--- config.mk ---
export PLATFORM = sky130hd
export DESIGN_NAME = lcs_bank
export DESIGN_NICKNAME = d
export VERILOG_FILES = /design/src/design/lcs_pkg.sv /design/src/design/lcs_slot_port.sv /design/src/design/lcs_bank.sv
export VERILOG_INCLUDE_DIRS = /design/src /design/src/design
export SDC_FILE = /design/constraint.sdc
export NUM_CORES = 1
export LEC_CHECK = 0
export BUFFER_PORTS_ARGS = -buffer_cell sky130_fd_sc_hd__buf_2
export CAP_MARGIN = 5
export CORE_MARGIN = 8
export CORE_UTILIZATION = 36
export DETAILED_ROUTE_END_ITERATION = 10
export PLACE_DENSITY_LB_ADDON = 0.08
export SYNTH_ARGS = -nofsm -noshare
export SYNTH_HDL_FRONTEND = slang
export SYNTH_SLANG_ARGS = --single-unit
--- constraint.sdc ---
create_clock -name clk -period 3.8 [get_ports clk]
set_clock_uncertainty 0.2 [all_clocks]
set_input_delay 0.38 -clock clk [delete_from_list [all_inputs] [get_ports clk]]
set_output_delay 0.38 -clock clk [all_outputs]
set_load 0.02 [all_outputs]
--- src/design/lcs_map.svh ---
// Purpose: register offsets, field positions and reset values for the link slot and pulse bank
// Assumes: 5-bit register address inside the control page, 8-bit data
// Notes: definitions only
`ifndef LCS_MAP_SVH
`define LCS_MAP_SVH
`define LCS_OFS_B_SEL 5'h19
`define LCS_OFS_C_SEL 5'h1A
`define LCS_OFS_PW1 5'h1B
`define LCS_OFS_PW2 5'h1C
`define LCS_OFS_PW3 5'h1D
`define LCS_EN_BIT 7
`define LCS_CH_HI 4
`define LCS_SIGN_BIT 6
`define LCS_MAG_HI 5
`define LCS_LEVEL_HI 6
`define LCS_OVR_BIT 3
`define LCS_RST_REG 8'h00
`define LCS_LAST_CHAN 5'h17
`define LCS_DEF_LEVEL 7'h40
`define LCS_IDLE_LEVEL 7'h00
`endif

--- src/design/lcs_pkg.sv ---
// Purpose: shared types for the link slot and pulse bank
// Assumes: lcs_map.svh holds all numbers
// Notes: types only
package lcs_pkg;
	typedef logic [7:0] lcs_byte_t;
	typedef logic [4:0] lcs_chan_t;
	typedef logic [6:0] lcs_level_t;
	typedef enum logic [1:0] {
		LCS_PH_IDLE = 2'h0,
		LCS_PH_ONE = 2'h1,
		LCS_PH_TWO = 2'h3,
		LCS_PH_THREE = 2'h2
	} lcs_phase_e;
endpackage

--- src/design/lcs_slot_port.sv ---
// Purpose: attaches one link controller to one payload channel
// Assumes: channel count and bit stream aligned to clk, one bit per cycle when bit_valid
// Notes: transmit bit is substituted; receive bit is taken before the elastic buffer
`timescale 1ns/1ps
`include "lcs_map.svh"
module lcs_slot_port
	import lcs_pkg::*;
(
	// Clock and reset
	input wire logic clk,
	input wire logic rst,
	// Configuration
	input wire logic enable,
	input wire lcs_chan_t channel_number,
	// Frame timing
	input wire lcs_chan_t frame_channel,
	input wire logic bit_valid,
	// Data
	input wire logic serial_payload_in,
	input wire logic ctrl_tx_bit,
	input wire logic line_rx_bit,
	output logic tx_bit,
	output logic ctrl_rx_bit,
	output logic ctrl_rx_strobe,
	output logic ctrl_tx_strobe
);
	typedef struct packed {
		logic tx_bit;
		logic rx_bit;
		logic rx_stb;
		logic tx_stb;
	} lcs_port_s;
	lcs_port_s st, next_st;
	logic hit;
	// Out-of-range channels never match, so a bad setting detaches the controller
	assign hit = enable && channel_number <= `LCS_LAST_CHAN && frame_channel == channel_number;
	always_comb begin
		next_st = st;
		next_st.rx_stb = 1'b0;
		next_st.tx_stb = 1'b0;
		next_st.tx_bit = (hit && bit_valid) ? ctrl_tx_bit : serial_payload_in;
		if (hit && bit_valid) begin
			next_st.rx_bit = line_rx_bit;
			next_st.rx_stb = 1'b1;
			next_st.tx_stb = 1'b1;
		end
	end
	always_ff @(posedge clk or posedge rst) begin
		if (rst) begin
			st <= '0;
		end else begin
			st <= next_st;
		end
	end
	assign tx_bit = st.tx_bit;
	assign ctrl_rx_bit = st.rx_bit;
	assign ctrl_rx_strobe = st.rx_stb;
	assign ctrl_tx_strobe = st.tx_stb;
endmodule

--- src/design/lcs_bank.sv ---
// Purpose: link controller slot selects and custom transmit pulse levels
// Assumes: microprocessor port already decoded to this page; synchronous inputs
// Notes: reset values are zero; pulse levels reach the driver only while override is set
//
// Behaviour
// - Bit 7 of the controller b select register attaches that controller, clear detaches it.
// - Bit 7 of the controller c select register attaches that controller, clear detaches it.
// - Bits 4 to 0 of the controller b select register pick its frame channel.
// - Bits 4 to 0 of the controller c select register pick its frame channel.
// - Channel 0 is first and 23 the last usable one, and software keeps to that range.
// - On transmit the enabled controller's data replaces the serial payload in its channel.
// - On receive the enabled controller takes its channel from the line ahead of the buffer.
// - Pulse word one bits 6 to 0 set the driver level in the first phase of a mark.
// - Pulse word two bits 6 to 0 set the driver level in the second phase of a mark.
// - Pulse word three bits 6 to 0 set the driver level in the third phase of a mark.
// - The pulse words steer the driver only while the override enable is high.
// - A larger magnitude in bits 5 to 0 gives a larger driven amplitude.
// - Bit 6 of a pulse word is the sign, zero negative and one positive.
// - Bits 5 to 0 are an unsigned magnitude in steps of 0.1 volt.
`timescale 1ns/1ps
`include "lcs_map.svh"
module lcs_bank
	import lcs_pkg::*;
(
	// Clock and reset
	input wire logic clk,
	input wire logic rst,
	// Microprocessor port
	input wire logic reg_cs,
	input wire logic reg_wr,
	input wire logic [4:0] reg_addr,
	input wire lcs_byte_t reg_wdata,
	output lcs_byte_t reg_rdata,
	// Override bit held in the pulse enable register elsewhere
	input wire logic pulse_override_enable,
	// Frame timing
	input wire lcs_chan_t frame_channel,
	input wire logic bit_valid,
	input wire logic mark_start,
	// Transmit and receive data
	input wire logic serial_payload_in,
	input wire logic line_rx_bit,
	input wire logic link_controller_b_tx,
	input wire logic link_controller_c_tx,
	output logic line_tx_bit,
	output logic link_controller_b_rx,
	output logic link_controller_b_rx_strobe,
	output logic link_controller_b_tx_strobe,
	output logic link_controller_c_rx,
	output logic link_controller_c_rx_strobe,
	output logic link_controller_c_tx_strobe,
	// Line driver level code
	output lcs_level_t line_driver_outputs,
	output logic pulse_sign,
	output logic [5:0] pulse_magnitude
);
	typedef struct packed {
		lcs_byte_t b_sel;
		lcs_byte_t c_sel;
		lcs_byte_t pw1;
		lcs_byte_t pw2;
		lcs_byte_t pw3;
		lcs_byte_t rdata;
		lcs_phase_e phase;
		lcs_level_t level;
		logic tx;
	} lcs_bank_s;
	lcs_bank_s st, next_st;
	logic b_tx;
	logic b_rx;
	logic b_rs;
	logic b_ts;
	logic c_tx;
	logic c_rx;
	logic c_rs;
	logic c_ts;

	function automatic lcs_level_t level_of(input lcs_byte_t word);
		return word[`LCS_LEVEL_HI:0];
	endfunction

	////////////////////////////////////////////////////////////////////////////
	// Register file and pulse phase sequencer
	always_comb begin
		next_st = st;
		if (reg_cs && reg_wr) begin
			case (reg_addr)
				`LCS_OFS_B_SEL: begin
					next_st.b_sel = reg_wdata;
				end
				`LCS_OFS_C_SEL: begin
					next_st.c_sel = reg_wdata;
				end
				`LCS_OFS_PW1: begin
					next_st.pw1 = reg_wdata;
				end
				`LCS_OFS_PW2: begin
					next_st.pw2 = reg_wdata;
				end
				`LCS_OFS_PW3: begin
					next_st.pw3 = reg_wdata;
				end
				default: begin
					next_st.rdata = st.rdata;
				end
			endcase
		end
		// Read data is registered so the port sees it one edge after the address
		case (reg_addr)
			`LCS_OFS_B_SEL: next_st.rdata = st.b_sel;
			`LCS_OFS_C_SEL: next_st.rdata = st.c_sel;
			`LCS_OFS_PW1: next_st.rdata = st.pw1;
			`LCS_OFS_PW2: next_st.rdata = st.pw2;
			`LCS_OFS_PW3: next_st.rdata = st.pw3;
			default: next_st.rdata = 8'h00;
		endcase
		case (st.phase)
			LCS_PH_IDLE: next_st.phase = mark_start ? LCS_PH_ONE : LCS_PH_IDLE;
			LCS_PH_ONE: next_st.phase = LCS_PH_TWO;
			LCS_PH_TWO: next_st.phase = LCS_PH_THREE;
			LCS_PH_THREE: next_st.phase = mark_start ? LCS_PH_ONE : LCS_PH_IDLE;
			default: next_st.phase = LCS_PH_IDLE;
		endcase
		// Code passes straight through: sign in bit 6, magnitude below, so a bigger magnitude is louder
		case (next_st.phase)
			LCS_PH_ONE: begin
				next_st.level = pulse_override_enable ? level_of(next_st.pw1)
					: `LCS_DEF_LEVEL;
			end
			LCS_PH_TWO: begin
				next_st.level = pulse_override_enable ? level_of(next_st.pw2)
					: `LCS_DEF_LEVEL;
			end
			LCS_PH_THREE: begin
				next_st.level = pulse_override_enable ? level_of(next_st.pw3)
					: `LCS_DEF_LEVEL;
			end
			default: begin
				next_st.level = `LCS_IDLE_LEVEL;
			end
		endcase
		// Controller b wins when both select the same channel
		next_st.tx = b_ts ? b_tx : (c_ts ? c_tx : b_tx);
	end

	always_ff @(posedge clk or posedge rst) begin
		if (rst) begin
			st <= '{b_sel: `LCS_RST_REG, c_sel: `LCS_RST_REG, pw1: `LCS_RST_REG,
				pw2: `LCS_RST_REG, pw3: `LCS_RST_REG, rdata: `LCS_RST_REG,
				phase: LCS_PH_IDLE, level: `LCS_IDLE_LEVEL, tx: 1'b0};
		end else begin
			st <= next_st;
		end
	end

	////////////////////////////////////////////////////////////////////////////
	// Channel attachment; controller b has priority on the line transmit bit if both pick one channel, both still receive
	lcs_slot_port u_port_b (
		.clk(clk),
		.rst(rst),
		.enable(st.b_sel[`LCS_EN_BIT]),
		.channel_number(st.b_sel[`LCS_CH_HI:0]),
		.frame_channel(frame_channel),
		.bit_valid(bit_valid),
		.serial_payload_in(serial_payload_in),
		.ctrl_tx_bit(link_controller_b_tx),
		.line_rx_bit(line_rx_bit),
		.tx_bit(b_tx),
		.ctrl_rx_bit(b_rx),
		.ctrl_rx_strobe(b_rs),
		.ctrl_tx_strobe(b_ts)
	);
	lcs_slot_port u_port_c (
		.clk(clk),
		.rst(rst),
		.enable(st.c_sel[`LCS_EN_BIT]),
		.channel_number(st.c_sel[`LCS_CH_HI:0]),
		.frame_channel(frame_channel),
		.bit_valid(bit_valid),
		.serial_payload_in(serial_payload_in),
		.ctrl_tx_bit(link_controller_c_tx),
		.line_rx_bit(line_rx_bit),
		.tx_bit(c_tx),
		.ctrl_rx_bit(c_rx),
		.ctrl_rx_strobe(c_rs),
		.ctrl_tx_strobe(c_ts)
	);
	assign line_tx_bit = st.tx;
	assign link_controller_b_rx = b_rx;
	assign link_controller_b_rx_strobe = b_rs;
	assign link_controller_b_tx_strobe = b_ts;
	assign link_controller_c_rx = c_rx;
	assign link_controller_c_rx_strobe = c_rs;
	assign link_controller_c_tx_strobe = c_ts;
	assign reg_rdata = st.rdata;
	assign line_driver_outputs = st.level;
	assign pulse_sign = st.level[`LCS_SIGN_BIT];
	assign pulse_magnitude = st.level[`LCS_MAG_HI:0];

	////////////////////////////////////////////////////////////////////////////
	// Checks
	a_wr_readback: assert property (@(posedge clk) disable iff (rst)
		reg_cs && reg_wr && reg_addr == `LCS_OFS_PW1 ##1
		!(reg_cs && reg_wr) && reg_addr == `LCS_OFS_PW1
		|=> reg_rdata == $past(reg_wdata, 2)) else $error("readback mismatch");
	a_ph1_level: assert property (@(posedge clk) disable iff (rst)
		st.phase == LCS_PH_ONE && pulse_override_enable |-> line_driver_outputs == st.pw1[6:0])
		else $error("phase one level wrong");
	a_ph2_level: assert property (@(posedge clk) disable iff (rst)
		st.phase == LCS_PH_TWO && pulse_override_enable |-> line_driver_outputs == st.pw2[6:0])
		else $error("phase two level wrong");
	a_ph3_level: assert property (@(posedge clk) disable iff (rst)
		st.phase == LCS_PH_THREE && pulse_override_enable |-> line_driver_outputs == st.pw3[6:0])
		else $error("phase three level wrong");
	a_default_shape: assert property (@(posedge clk) disable iff (rst)
		st.phase != LCS_PH_IDLE && !pulse_override_enable |-> line_driver_outputs == `LCS_DEF_LEVEL)
		else $error("default shape not used");
	a_b_detached: assert property (@(posedge clk) disable iff (rst)
		!st.b_sel[7] |=> !link_controller_b_rx_strobe) else $error("b strobe while off");
	a_c_detached: assert property (@(posedge clk) disable iff (rst)
		!st.c_sel[7] |=> !link_controller_c_rx_strobe) else $error("c strobe while off");
	a_b_channel: assert property (@(posedge clk) disable iff (rst)
		st.b_sel[7] && bit_valid && frame_channel == st.b_sel[4:0] && st.b_sel[4:0] <= 5'h17
		|=> link_controller_b_rx_strobe && link_controller_b_rx == $past(line_rx_bit))
		else $error("b channel miss");
	a_c_channel: assert property (@(posedge clk) disable iff (rst)
		st.c_sel[7] && bit_valid && frame_channel == st.c_sel[4:0] && st.c_sel[4:0] <= 5'h17
		|=> link_controller_c_rx_strobe && link_controller_c_rx == $past(line_rx_bit))
		else $error("c channel miss");
	a_tx_subst: assert property (@(posedge clk) disable iff (rst)
		st.b_sel[7] && bit_valid && frame_channel == st.b_sel[4:0] && st.b_sel[4:0] <= 5'h17
		|=> ##1 line_tx_bit == $past(link_controller_b_tx, 2)) else $error("tx not substituted");
endmodule

==> run_results.csv <==
group,metric,value,unit
outcome,outcome,"finished clean",
sta,layout_min_cycle_time,2.14,ns
hold_path,hp-class,"in2reg",
cts,clock_latency,0.35,ns
floorplanning,dieArea,11600,um2
worst_setup_path,critical_path_class,"in2reg",
power,p_seq_share,46.6,%
worst_setup_path,crit_path_max_incr_delay,0.64,ns
grt,grtUsageMet2,21.8,%
sta,setup_tns,0,ns
sta,rsz0062_at_grt,"no",
synth,yosysSeqAreaShare,52.7,%
grt,grt_pass1_vias,2201,
synth,synthCells,243,
floorplanning,initial_core_util,37.0,%
cts,cts_num_sinks,64,
worst_setup_path,end_kind,"flip-flop",
worst_setup_path,slowest_stage,"nor2_1",
cells_and_area,fin_area,3500,um2
cells_and_area,areaGrowthSynthToFinish,15.3,%
cts,cts_tree,"done",
floorplanning,floorplan.die.height,108,um
placed_design,hpwl,5.12,mm
synth,synth_seq_cells,64,
grt,grt_pass1_wl,12.0,mm
route,vias,2080,
worst_setup_path,worstPathRequired,3.83,ns
cts,htree_levels,3,
grt,grt-ovfl-total,0,
synth,syn_nets,272,
grt,met3_usage,4.13,%
grt,grt_use_met1,17.0,%
synth,ys_top_cells_by_area,"dfrtp_1, mux2_2, buf_4",
placed_design,place_area,3280,um2
grt,antenna_found_initial,0,
placed_design,portBuffers,57,
worst_setup_path,path_buf_inv,1,
synth,synth_cell_types,42,
placed_design,place_congestion,0.768,
power,ir_worst_vdd,0.202,mV
cts,cts_inserted_buffers,9,
sta,setup_viol,0,
route,viasPerCell,5.25,
sta,worst_slew_pin_slew,0.851,ns
grt,grt_usage,13.7,%
worst_setup_path,crit_chain,"buf_2, nand4b_1, nor2_1, mux2_2, a221o_1",
power,comb_power_share,17.5,%
sta,fin_crit_sh,56.2,%
route,drc,0,
worst_setup_path,arrival,2.16,ns
cells_and_area,antennaDiodeCount,0,
worst_setup_path,critPathTopFamily,"simple AND/OR/NAND/NOR gates",
power,p_sw,0.000519,W
floorplanning,num_io_pins,58,
power,p_int,0.00128,W
cts,post_cts_resized,0,
synth,synth.largest_area_cell,"dfrtp_1",
floorplanning,fp.coreArea,8220,um2
sta,worst_slack,1.66,ns
cells_and_area,nets,315,
cts,clock_path_buffers,2,
worst_setup_path,crit_fanout,7,
route,drt_iter0_markers,91,
synth,syn_avg_cell_area,12.5,um2
cts,clk_pin_slew,0.08,ns
grt,top_usage_layer,"met2",
power,switching_share,28.9,%
floorplanning,fp-row-count,33,
worst_setup_path,critPathLaunchType,"primary input",
cts,postCtsSetupBuffers,0,
synth,ys_warn_count,0,
power,power_frac_clock,35.9,%
power,power_leakage,1.76,nW
route,dr.pass1.iters,4,
sta,slew_viol_final,0,
sta,relSlewSlack,43.0,%
power,power_density,513,nW/um2
synth,synth_top_area_share,52.7,%
cts,holdBufCountCts,0,
placed_design,post-place-ws,1.33,ns
route,final_antenna_net_count,0,
sta,hold_viol,0,
cells_and_area,final_layout_size_suffix_gt1_share,45.4,%
grt,grt_max_degree,65,
floorplanning,dieWidth,108,um
route,drt-wirelength-per-cell,19.2,um
sta,clock.fmax,468,MHz
synth,netlist_area,3040,um2
cts,root_buffer,"clkbuf_8",
job,cap_violations,0,
route,routed_wl,7.59,mm
## worst reg2reg max path, stage by stage (launching register included)
cell and delay (ns):
dfrtp_1 0.41, xnor2_1 0.23, o2111ai_1 0.13, or4b_2 0.70, mux2_2 0.31
## per-layer routing
metal  up-vias  share of wire, %
li1        955                 -
met1      1041                44
met2        72                49
met3        12               6.1
met4         0               1.6
met5         -                 0
## placed cells by master, fill, tap and decap left out, drive strengths merged, types with 3 or more instances in the layout
cell type | netlist | routed
dfrtp | 64 | 64
buf | 28 | 62
mux2 | 44 | 44
nand2 | 23 | 23
inv | 10 | 10
a222oi | 9 | 9
clkbuf | 2 | 9
a22oi | 8 | 8
nor2 | 6 | 6
a221o | 6 | 6
mux2i | 5 | 5
xor2 | 4 | 4
nor3 | 4 | 4
clkinvlp | 0 | 3
## Yosys cell counts (all sizes together)
master	number
a21boi	1
a21oi	1
a221o	6
a222oi	9
a22oi	8
a2bb2oi	1
a311o	1
and2	2
and3	2
buf	28
clkbuf	2
dfrtp	64
inv	10
mux2	44
mux2i	5
nand2	23
nand2b	2
nand3	2
nand4b	1
nor2	6
nor2b	2
nor3	4
nor4	1
o2111ai	2
o21ai	2
o221a	1
o22ai	1
o311a	1
o41ai	1
or3	1
or4	2
or4b	1
xnor2	2
xor2	4
## power by group through the flow
| stage | Combinational [W] | Clock [W] | Sequential [W] |
|---|---|---|---|
| 2_1_floorplan | 0.000252 | 0 | 0.000839 |
| 3_3_place_gp | 0.000316 | 0 | 0.000851 |
| 3_5_place_dp | 0.000316 | 0 | 0.000851 |
| 4_1_cts | 0.000317 | 0.000660 | 0.000837 |
| 5_1_grt | 0.000343 | 0.000683 | 0.000850 |
| 6_report | 0.000314 | 0.000645 | 0.000838 |
## metrics by stage
| stage | hold slack [ns] | instances | total power (W) | utilization (%) |
|---|---|---|---|---|
| global route | 0.0480 | 396 | 0.00188 | 42.6 |
| floorplan | 0.254 | 243 | 0.00109 | - |
| detailed placement | 0.248 | 380 | 0.00117 | 39.9 |
| finish | 0.0638 | 396 | 0.00180 | 42.6 |
| CTS | 0.0480 | 396 | 0.00182 | 42.6 |
| global placement | 0.242 | 380 | 0.00117 | 39.9 |
## cell type report
type                            instances  area [um2]
Multi-Input combinational cell        139        1190
Tap cell                              105         131
Clock buffer                            9         124
Sequential cell                        64        1600
Fill cell                             802        4710
Timing Repair Buffer                   62         323
Inverter                               10        37.5
Clock inverter                          7        96.3
## logic make-up (layout without fill, tap and decap cells)
logic type / after synthesis / count (layout) / synth area share (%)
mux: 49 / 49 / 18.7
flops: 64 / 64 / 52.7
simple gates: 49 / 49 / 8.40
xor+xnor: 6 / 6 / 1.73
buf+inv: 40 / 88 / 8.28
compound gates: 35 / 35 / 10.1
## sequential cells by signal, indices dropped and copies added, names as in the netlist
name                     flops
u_port_b.ctrl_rx_bit         1
u_port_c.ctrl_rx_strobe      1
line_tx_bit                  1
u_port_c.ctrl_rx_bit         1
u_port_b.tx_bit              1
reg_rdata                    8
u_port_b.ctrl_rx_strobe      1
st                          42
u_port_c.tx_bit              1
line_driver_outputs          7
## worst paths after layout
kind                                      start                endpoint  slack [ns]  cells past startpoint
max                                 reg_addr[2]  line_driver_outputs[3]        1.66                      5
min                        link_controller_c_tx         u_port_c.tx_bit        0.06                      2
max reg2reg                              st[43]         u_port_c.tx_bit        1.73                      4
min reg2reg                               st[8]                   st[9]        0.25                      0
max in group asynchronous                   rst                   st[8]        2.82                      3
min in group asynchronous                   rst            reg_rdata[3]        0.07                      3
(Power assumes the default switching activity.)
